**src/dtu_map.vh**
```
// dtu_map.vh: named constants of the data-transfer instruction unit.
// assumes: included by bare name from the memory and core design files of the unit.
`ifndef DTU_MAP_VH
`define DTU_MAP_VH

// ----------------------------------------------------------------
// command opcodes
// ----------------------------------------------------------------
`define DTU_OP_W          4
`define DTU_OP_MOV_A_I    4'h0
`define DTU_OP_MOV_M_A    4'h1
`define DTU_OP_MOV_A_M    4'h2
`define DTU_OP_MOV_A_IO   4'h3
`define DTU_OP_MOV_IO_A   4'h4
`define DTU_OP_T2W        4'h5
`define DTU_OP_W2T        4'h6
`define DTU_OP_IDX_LD     4'h7
`define DTU_OP_IDX_ST     4'h8
`define DTU_OP_ADD_A_I    4'h9
`define DTU_OP_SUB_A_I    4'hA
`define DTU_OP_ADD_A_M    4'hB
`define DTU_OP_SUB_A_M    4'hC
`define DTU_OP_BSET_M     4'hD
`define DTU_OP_BCLR_M     4'hE
`define DTU_OP_LAST       4'hE

// ----------------------------------------------------------------
// limits, widths and reset values
// ----------------------------------------------------------------
`define DTU_BIT_ADDR_MAX  8'h3F
`define DTU_RAM_DEPTH     256
`define DTU_ACC_RST       8'h00
`define DTU_BYTE_ZERO     8'h00
`define DTU_BYTE_ONE      8'h01
`define DTU_WORD_ZERO     16'h0000
`define DTU_FLAG_RST      1'b0

`endif

```
**src/dtu_flags.v**
```verilog
// dtu_flags.v: 8-bit add/subtract with carry, half carry and signed range.
// assumes: purely combinational, operands stable while sampled.
`timescale 1ns/1ps

// ----------------------------------------------------------------
// alu for flag-updating instructions
// ----------------------------------------------------------------
module dtu_flags
(
    input  wire [7:0] op_a,
    input  wire [7:0] op_b,
    input  wire       do_sub,
    output reg  [7:0] result,
    output reg        carry,
    output reg        half_carry,
    output reg        signed_range
);

    reg [8:0] full_sum;
    reg [4:0] nib_sum;

    // subtraction reports borrows in the carry positions
    always @*
    begin
        full_sum = 9'h000;
        nib_sum  = 5'h00;
        if (do_sub)
        begin
            full_sum = {1'b0, op_a} - {1'b0, op_b};
            nib_sum  = {1'b0, op_a[3:0]} - {1'b0, op_b[3:0]};
        end
        else
        begin
            full_sum = {1'b0, op_a} + {1'b0, op_b};
            nib_sum  = {1'b0, op_a[3:0]} + {1'b0, op_b[3:0]};
        end
        result       = full_sum[7:0];
        carry        = full_sum[8];
        half_carry   = nib_sum[4];
        // overflow: operand signs agree (add) or differ (sub) vs result
        if (do_sub)
            signed_range = (op_a[7] ^ op_b[7]) & (full_sum[7] ^ op_a[7]);
        else
            signed_range = ~(op_a[7] ^ op_b[7]) & (full_sum[7] ^ op_a[7]);
    end

endmodule // dtu_flags

```
**src/dtu_ram.v**
```verilog
// dtu_ram.v: data memory, one synchronous write port, two async reads.
// assumes: single clock; contents are undefined until written.
`timescale 1ns/1ps
`include "dtu_map.vh"

// ----------------------------------------------------------------
// byte memory with word read
// ----------------------------------------------------------------
module dtu_ram
(
    input  wire       clk,
    input  wire       wr_en,
    input  wire [7:0] wr_addr,
    input  wire [7:0] wr_data,
    input  wire [7:0] rd_addr_lo,
    input  wire [7:0] rd_addr_hi,
    output wire [7:0] rd_data_lo,
    output wire [7:0] rd_data_hi
);

    reg [7:0] mem [0:`DTU_RAM_DEPTH-1];

    // no reset on the array: software initialises what it uses
    always @(posedge clk)
    begin
        if (wr_en)
            mem[wr_addr] <= wr_data;
    end

    // two read ports so a whole word is seen in one cycle
    assign rd_data_lo = mem[rd_addr_lo];
    assign rd_data_hi = mem[rd_addr_hi];

endmodule // dtu_ram

```
**src/dtu_core.v**
```verilog
// dtu_core.v: data-transfer instruction unit with accumulator and flags.
// assumes: io register file and timer run on clk and answer in the same
// cycle; one command at a time through a valid/ready handshake.
`timescale 1ns/1ps
`include "dtu_map.vh"

module dtu_core
(
    input  wire        clk,
    input  wire        rst,
    input  wire        cmd_valid,
    input  wire [3:0]  cmd_op,
    input  wire [7:0]  cmd_addr,
    input  wire [7:0]  cmd_imm,
    output wire        cmd_ready,
    output wire        cmd_done,
    output wire        cmd_err,
    output wire [7:0]  acc_out,
    output wire        zero_flag,
    output wire        carry_flag,
    output wire        half_carry_flag,
    output wire        signed_range_flag,
    output wire [7:0]  io_addr,
    output wire [7:0]  io_wdata,
    output wire        io_we,
    output wire        io_re,
    input  wire [7:0]  io_rdata,
    input  wire [15:0] timer_count,
    output wire        timer_load,
    output wire [15:0] timer_load_value
);

    // ----------------------------------------------------------------
    // sequencer states, one instruction cycle is two clocks
    // ----------------------------------------------------------------
    localparam [4:0] S_IDLE = 5'b00001;
    localparam [4:0] S_T1A  = 5'b00010;
    localparam [4:0] S_T1B  = 5'b00100;
    localparam [4:0] S_T2A  = 5'b01000;
    localparam [4:0] S_T2B  = 5'b10000;

    reg [4:0]  state_reg;
    reg [3:0]  op_reg;
    reg [7:0]  addr_reg;
    reg [7:0]  imm_reg;
    reg [7:0]  ptr_reg;
    reg [7:0]  hi_hold_reg;
    reg [7:0]  acc_reg;
    reg        zero_reg;
    reg        carry_reg;
    reg        half_carry_reg;
    reg        signed_range_reg;
    reg        ready_reg;
    reg        done_reg;
    reg        err_reg;
    reg [7:0]  io_addr_reg;
    reg [7:0]  io_wdata_reg;
    reg        io_we_reg;
    reg        io_re_reg;
    reg        timer_load_reg;
    reg [15:0] timer_value_reg;

    reg        ram_we;
    reg [7:0]  ram_waddr;
    reg [7:0]  ram_wdata;
    wire [7:0] ram_raddr_lo;
    wire [7:0] ram_raddr_hi;
    wire [7:0] ram_rdata_lo;
    wire [7:0] ram_rdata_hi;

    wire [7:0] alu_b;
    wire       alu_sub;
    wire [7:0] alu_res;
    wire       alu_c;
    wire       alu_ac;
    wire       alu_ov;
    wire [7:0] bit_mask;

    // ----------------------------------------------------------------
    // helpers
    // ----------------------------------------------------------------
    function is_zero;
        input [7:0] value;
        begin
            is_zero = (value == `DTU_BYTE_ZERO);
        end
    endfunction

    function is_bit_op;
        input [3:0] op;
        begin
            is_bit_op = (op == `DTU_OP_BSET_M) || (op == `DTU_OP_BCLR_M);
        end
    endfunction

    function is_indirect;
        input [3:0] op;
        begin
            is_indirect = (op == `DTU_OP_IDX_LD) || (op == `DTU_OP_IDX_ST);
        end
    endfunction

    function cmd_refused;
        input [3:0] op;
        input [7:0] addr;
        begin
            // bit operations beyond the bit-addressable window are refused
            cmd_refused = (op > `DTU_OP_LAST) ||
                          (is_bit_op(op) && (addr > `DTU_BIT_ADDR_MAX));
        end
    endfunction

    // ----------------------------------------------------------------
    // datapath instances
    // ----------------------------------------------------------------
    // the pointer low byte alone addresses memory in the second cycle
    assign ram_raddr_lo = (state_reg == S_T2A) ? ptr_reg : addr_reg;
    assign ram_raddr_hi = addr_reg + `DTU_BYTE_ONE;

    dtu_ram u_ram
    (
        .clk        (clk),
        .wr_en      (ram_we),
        .wr_addr    (ram_waddr),
        .wr_data    (ram_wdata),
        .rd_addr_lo (ram_raddr_lo),
        .rd_addr_hi (ram_raddr_hi),
        .rd_data_lo (ram_rdata_lo),
        .rd_data_hi (ram_rdata_hi)
    );

    assign alu_b   = ((op_reg == `DTU_OP_ADD_A_M) ||
                      (op_reg == `DTU_OP_SUB_A_M)) ? ram_rdata_lo : imm_reg;
    assign alu_sub = (op_reg == `DTU_OP_SUB_A_I) ||
                     (op_reg == `DTU_OP_SUB_A_M);

    dtu_flags u_flags
    (
        .op_a         (acc_reg),
        .op_b         (alu_b),
        .do_sub       (alu_sub),
        .result       (alu_res),
        .carry        (alu_c),
        .half_carry   (alu_ac),
        .signed_range (alu_ov)
    );

    assign bit_mask = `DTU_BYTE_ONE << imm_reg[2:0];

    // ----------------------------------------------------------------
    // memory write port
    // ----------------------------------------------------------------
    // writes happen only in the A half of an instruction cycle, except
    // the high byte of a timer snapshot which follows one clock later
    always @*
    begin
        ram_we    = 1'b0;
        ram_waddr = addr_reg;
        ram_wdata = acc_reg;
        if (state_reg == S_T1A)
        begin
            case (op_reg)
                `DTU_OP_MOV_M_A:
                begin
                    ram_we = 1'b1;
                end
                `DTU_OP_T2W:
                begin
                    ram_we    = 1'b1;
                    ram_wdata = timer_count[7:0];
                end
                `DTU_OP_BSET_M:
                begin
                    ram_we    = 1'b1;
                    ram_wdata = ram_rdata_lo | bit_mask;
                end
                `DTU_OP_BCLR_M:
                begin
                    ram_we    = 1'b1;
                    ram_wdata = ram_rdata_lo & ~bit_mask;
                end
                default:
                begin
                    ram_we = 1'b0;
                end
            endcase
        end
        else if ((state_reg == S_T1B) && (op_reg == `DTU_OP_T2W))
        begin
            ram_we    = 1'b1;
            ram_waddr = ram_raddr_hi;
            ram_wdata = hi_hold_reg;
        end
        else if ((state_reg == S_T2A) && (op_reg == `DTU_OP_IDX_ST))
        begin
            ram_we    = 1'b1;
            ram_waddr = ptr_reg;
        end
    end

    // ----------------------------------------------------------------
    // sequencer, accumulator and flags
    // ----------------------------------------------------------------
    always @(posedge clk or posedge rst)
    begin
        if (rst)
        begin
            state_reg        <= S_IDLE;
            op_reg           <= `DTU_OP_MOV_A_I;
            addr_reg         <= `DTU_BYTE_ZERO;
            imm_reg          <= `DTU_BYTE_ZERO;
            ptr_reg          <= `DTU_BYTE_ZERO;
            hi_hold_reg      <= `DTU_BYTE_ZERO;
            acc_reg          <= `DTU_ACC_RST;
            zero_reg         <= `DTU_FLAG_RST;
            carry_reg        <= `DTU_FLAG_RST;
            half_carry_reg   <= `DTU_FLAG_RST;
            signed_range_reg <= `DTU_FLAG_RST;
            ready_reg        <= 1'b1;
            done_reg         <= 1'b0;
            err_reg          <= 1'b0;
            io_addr_reg      <= `DTU_BYTE_ZERO;
            io_wdata_reg     <= `DTU_BYTE_ZERO;
            io_we_reg        <= 1'b0;
            io_re_reg        <= 1'b0;
            timer_load_reg   <= 1'b0;
            timer_value_reg  <= `DTU_WORD_ZERO;
        end
        else
        begin
            // strobes are one-clock pulses unless set below
            done_reg       <= 1'b0;
            err_reg        <= 1'b0;
            io_we_reg      <= 1'b0;
            io_re_reg      <= 1'b0;
            timer_load_reg <= 1'b0;
            case (state_reg)
                S_IDLE:
                begin
                    if (cmd_valid)
                    begin
                        op_reg   <= cmd_op;
                        addr_reg <= cmd_addr;
                        imm_reg  <= cmd_imm;
                        if (cmd_refused(cmd_op, cmd_addr))
                        begin
                            // refused: no side effect, answered at once
                            done_reg <= 1'b1;
                            err_reg  <= 1'b1;
                        end
                        else
                        begin
                            ready_reg <= 1'b0;
                            state_reg <= S_T1A;
                            if (cmd_op == `DTU_OP_MOV_A_IO)
                            begin
                                io_re_reg   <= 1'b1;
                                io_addr_reg <= cmd_addr;
                            end
                            if (cmd_op == `DTU_OP_MOV_IO_A)
                            begin
                                io_we_reg    <= 1'b1;
                                io_addr_reg  <= cmd_addr;
                                io_wdata_reg <= acc_reg;
                            end
                        end
                    end
                end
                S_T1A:
                begin
                    state_reg <= S_T1B;
                    case (op_reg)
                        `DTU_OP_MOV_A_I:
                        begin
                            acc_reg <= imm_reg;
                        end
                        `DTU_OP_MOV_A_M:
                        begin
                            acc_reg  <= ram_rdata_lo;
                            zero_reg <= is_zero(ram_rdata_lo);
                        end
                        `DTU_OP_MOV_A_IO:
                        begin
                            acc_reg  <= io_rdata;
                            zero_reg <= is_zero(io_rdata);
                        end
                        `DTU_OP_T2W:
                        begin
                            // hold the high byte so the word is one snapshot
                            hi_hold_reg <= timer_count[15:8];
                        end
                        `DTU_OP_W2T:
                        begin
                            timer_load_reg  <= 1'b1;
                            timer_value_reg <= {ram_rdata_hi, ram_rdata_lo};
                        end
                        `DTU_OP_IDX_LD,
                        `DTU_OP_IDX_ST:
                        begin
                            // high pointer byte is ignored, software zeroes it
                            ptr_reg <= ram_rdata_lo;
                        end
                        `DTU_OP_ADD_A_I,
                        `DTU_OP_SUB_A_I,
                        `DTU_OP_ADD_A_M,
                        `DTU_OP_SUB_A_M:
                        begin
                            acc_reg          <= alu_res;
                            zero_reg         <= is_zero(alu_res);
                            carry_reg        <= alu_c;
                            half_carry_reg   <= alu_ac;
                            signed_range_reg <= alu_ov;
                        end
                        default:
                        begin
                            acc_reg <= acc_reg;
                        end
                    endcase
                end
                S_T1B:
                begin
                    if (is_indirect(op_reg))
                        state_reg <= S_T2A;
                    else
                    begin
                        state_reg <= S_IDLE;
                        ready_reg <= 1'b1;
                        done_reg  <= 1'b1;
                    end
                end
                S_T2A:
                begin
                    state_reg <= S_T2B;
                    if (op_reg == `DTU_OP_IDX_LD)
                        acc_reg <= ram_rdata_lo;
                end
                S_T2B:
                begin
                    state_reg <= S_IDLE;
                    ready_reg <= 1'b1;
                    done_reg  <= 1'b1;
                end
                default:
                begin
                    state_reg <= S_IDLE;
                    ready_reg <= 1'b1;
                end
            endcase
        end
    end

    // ----------------------------------------------------------------
    // outputs, all straight from flip-flops
    // ----------------------------------------------------------------
    assign cmd_ready         = ready_reg;
    assign cmd_done          = done_reg;
    assign cmd_err           = err_reg;
    assign acc_out           = acc_reg;
    assign zero_flag         = zero_reg;
    assign carry_flag        = carry_reg;
    assign half_carry_flag   = half_carry_reg;
    assign signed_range_flag = signed_range_reg;
    assign io_addr           = io_addr_reg;
    assign io_wdata          = io_wdata_reg;
    assign io_we             = io_we_reg;
    assign io_re             = io_re_reg;
    assign timer_load        = timer_load_reg;
    assign timer_load_value  = timer_value_reg;

endmodule // dtu_core

```
**config.mk**
```make
export PLATFORM = sky130hd
export DESIGN_NAME = dtu_core
export DESIGN_NICKNAME = d
export VERILOG_FILES = /design/src/dtu_flags.v /design/src/dtu_ram.v /design/src/dtu_core.v
export VERILOG_INCLUDE_DIRS = /design/src
export SDC_FILE = /design/constraint.sdc
export NUM_CORES = 2
export LEC_CHECK = 0
export ABC_AREA = 0
export BUFFER_PORTS_ARGS = -buffer_cell sky130_fd_sc_hd__buf_2
export CORE_ASPECT_RATIO = 0.8
export CORE_MARGIN = 2
export CORE_UTILIZATION = 40
export CTS_CLUSTER_DIAMETER = 80
export CTS_CLUSTER_SIZE = 12
export DETAILED_ROUTE_END_ITERATION = 10
export GPL_ROUTABILITY_DRIVEN = 0
export SYNTH_ARGS = -nofsm -noshare
export SYNTH_HDL_FRONTEND = slang
export SYNTH_HIERARCHICAL = 1
export SYNTH_SLANG_ARGS = --single-unit
```
**constraint.sdc**
```tcl
create_clock -name clk -period 7.4 [get_ports clk]
set_clock_uncertainty 0.2 [all_clocks]
set_input_delay 1.11 -clock clk [delete_from_list [all_inputs] [get_ports clk]]
set_output_delay 1.11 -clock clk [all_outputs]
set_load 0.02 [all_outputs]
```
==> impl_metrics.csv <==
group,metric,value,unit
status,outcome,"completed",
clocking,cts_tree,"done",
die,die_area,260000,um^2
cells_and_area,fin_area,114000,um^2
yosys,async_reset_ff_frac,0.0425,
global_routing,grt_pass1_vias,58900,
critical_path,crit_required,7.99,ns
yosys,netlist_instances,5378,
drt,drc,0,
sta,slew_headroom,0.0523,
placement,placedInstanceArea,108000,um^2
global_routing,antenna_found_initial,12,
critical_path,cp_common_cell,"buf_12",
drt,routedWlPerCell,37.4,um
drt,vias_per_cell,6.75,
drt,wl,339000,um
clocking,clk_latency,0.88,ns
clocking,numCtsBuffers,205,
yosys,synth_cell_types,90,
cells_and_area,regMostFlops,"u_ram/mem",
cells_and_area,fillers,21600,
clocking,cts_root_buffer,"clkbuf_16",
sta,period_minus_slack,7.16,ns
yosys,synth_edf_count,2048,
yosys,synthFlopType,"edfxtp_1",
global_routing,grt_pass1_wl,471000,um
yosys,synth_area,102000,um^2
sta,tightest_slew,1.42,ns
die,die_width,569,um
power_and_ir_drop,peakVddDrop,0.000518,V
clocking,numClockSinks,2139,
drt,ant_nets,0,
critical_path,crit_type,"reg -> reg",
power_and_ir_drop,p_per_area,485,nW/um^2
cells_and_area,drive_gt1_frac,0.350,
clocking,path_clk_slew,0.06,ns
flow_run,maxCapViolations,0,
yosys,avgSynthCellArea,19.0,um^2
die,io_pins,97,
hold_path,hp-class,"in -> reg",
die,core,255000,um^2
drt,vias,61200,
critical_path,endpoint_kind,"flip-flop",
drt,first_pass_iters,6,
sta,slew_viol_final,0,
critical_path,cpMaxStageDelayCell,"nor3_1",
cells_and_area,synthToLayoutAreaGrowth,11.4,%
die,start_util,0.401,
power_and_ir_drop,p_leak,36.3,nW
sta,fmax,140,MHz
global_routing,grt.total_usage,0.256,
yosys,yosys-top-cells-area,"edfxtp_1 60%, mux4_2 23%, mux2i_1 2.4%",
critical_path,crit_path_start_kind,"flip-flop",
clocking,cts_htree_levels,4,
clocking,cts.path.max_buffers,4,
sta,final.period_utilization,0.968,
global_routing,overflow,0,
yosys,syn-num-nets,5436,
yosys,synthTopCellsByCount,"2048 x edfxtp_1, 1051 x mux4_2, 338 x nor2_1",
yosys,synth_most_common_cell,"edfxtp_1",
cells_and_area,largest_reg_flops,2048,
sta,hold_viol,0,
yosys,ys_ff_latch,2139,
critical_path,critPathMaxStageDelay,0.68,ns
yosys,yosys_warnings,6,
sta,setup_tns,0,ns
die,num_rows,166,
placement,dp_slack,-0.457,ns
placement,port_buffers,96,
sta,layout_setup_ws,0.238,ns
die,fp.dieH,456,um
global_routing,grt_start_max_net_pins,134,
yosys,synth_top_cell_by_area,"edfxtp_1",
placement,dp_hpwl,225000,um
cells_and_area,nNetsFinal,5722,
critical_path,crit_fanout,34,
sta,setup_viol,0,
yosys,ys_seq_area_frac,0.624,
critical_path,critPathArrivalTime,7.76,ns
drt,drt-initial-drc-count,9814,
yosys,synth.top_cell.area_share,0.601,
[critical path: cells and delay by family, from the launching register on]
family,cells,cell delay (ns)
and+or+nand+nor,8,2.07
AOI/OAI and AO/OA,7,1.70
buffers and inverters,7,1.39
muxes,3,0.54
DFF,1,0.46
xor gates and xnor gates,2,0.34
adders and majority gates,1,0.29
[cells by family (layout without fill, tap and decap cells)]
family          count (synthesis)  count (layout)  synth area share
flops                        2139            2139             0.624
mux                          1426            1426             0.270
simple gates                  758             758            0.0343
compound gates                579             579            0.0412
buf+inv                       444             770            0.0277
xor+xnor                       21              21           0.00180
fa+ha+maj                      11              11           0.00142
other cells                     0              12                 0
[placed cells by master, fill, tap and decap left out, drive strengths merged, types with 9 or more instances in the layout]
master / instances
a221oi: 42
o21ai: 55
inv: 20
nand3: 64
o31ai: 13
a22o: 23
dfrtp: 89
clkbuf: 242
a2bb2oi: 9
nor2: 340
nand2b: 17
edfxtp: 2048
mux2i: 242
a31oi: 11
mux4: 1051
o22ai: 51
or2: 11
nor2b: 35
and2: 18
nor3: 36
nand4: 15
o221ai: 72
nand2: 159
a221o: 12
a211oi: 29
nor3b: 10
ha: 10
diode: 12
nor4: 15
a22oi: 65
a21oi: 113
mux2: 133
xnor2: 17
buf: 498
o211ai: 16
[metal layers]
layer | global-route usage | routed length [um] | up-vias
met2 | 0.368 | 147000 | 4177
met4 | 0.0716 | 10700 | 10
met3 | 0.0750 | 44200 | 623
li1 | - | - | 23500
met1 | 0.379 | 137000 | 32900
met5 | 0.00498 | 69 | -
[power by group]
part / total [mW] / switching (mW) / internal (mW) / leakage, nW
clock: 9.40 / 4.43 / 4.98 / 2.63
sequential: 15.5 / 0.265 / 15.2 / 19.7
combinational: 30.3 / 18.7 / 11.6 / 14.0
total: 55.2 / 23.4 / 31.8 / 36.3
[path summary, 6_finish.rpt]
| path | endpoint | from | slack (ns) | cells past startpoint |
|---|---|---|---|---|
| setup / recovery | acc_out[6] | state_reg[1] | 0.24 | 28 |
| hold / removal | imm_reg[6] | cmd_imm[6] | 0.29 | 2 |
| setup reg to reg | acc_out[6] | state_reg[1] | 0.24 | 28 |
| hold reg to reg | io_addr[0] | io_addr[0] | 0.30 | 1 |
| max in group asynchronous | ptr_reg[6] | rst | 5.25 | 4 |
| min in group asynchronous | imm_reg[3] | rst | 0.57 | 3 |
[timing repair]
action                                 4_1_cts  5_1_grt
pin swaps                                    1        2
hold buffers                                 1        0
setup endpoints to repair                    6        6
buffers inserted                             3        6
cloned                                       0        4
endpoints found under the hold margin       25        0
gates resized for setup                      6       22
[layout make-up]
type	instances	area (um^2)	area share
multi-input combinational	2795	36100	0.317
clock inverter	9	103	0.000901
timing repair buffer	503	4350	0.0382
antenna	12	30.0	0.000264
clock buffer	238	5300	0.0465
sequential	2139	63800	0.560
tap	3360	4200	0.0369
inverter	20	88.8	0.000780
[metrics by stage]
step	utilization	std cells	hold WS (ns)	power, mW
global route	0.446	9064	0.265	56.5
detailed placement	0.424	8803	0.290	45.1
finish	0.447	9076	0.289	55.2
global placement	0.424	8803	0.286	44.9
CTS	0.445	9054	0.236	54.5
floorplan	-	5378	0.281	33.5
(Power assumes the default switching activity.)
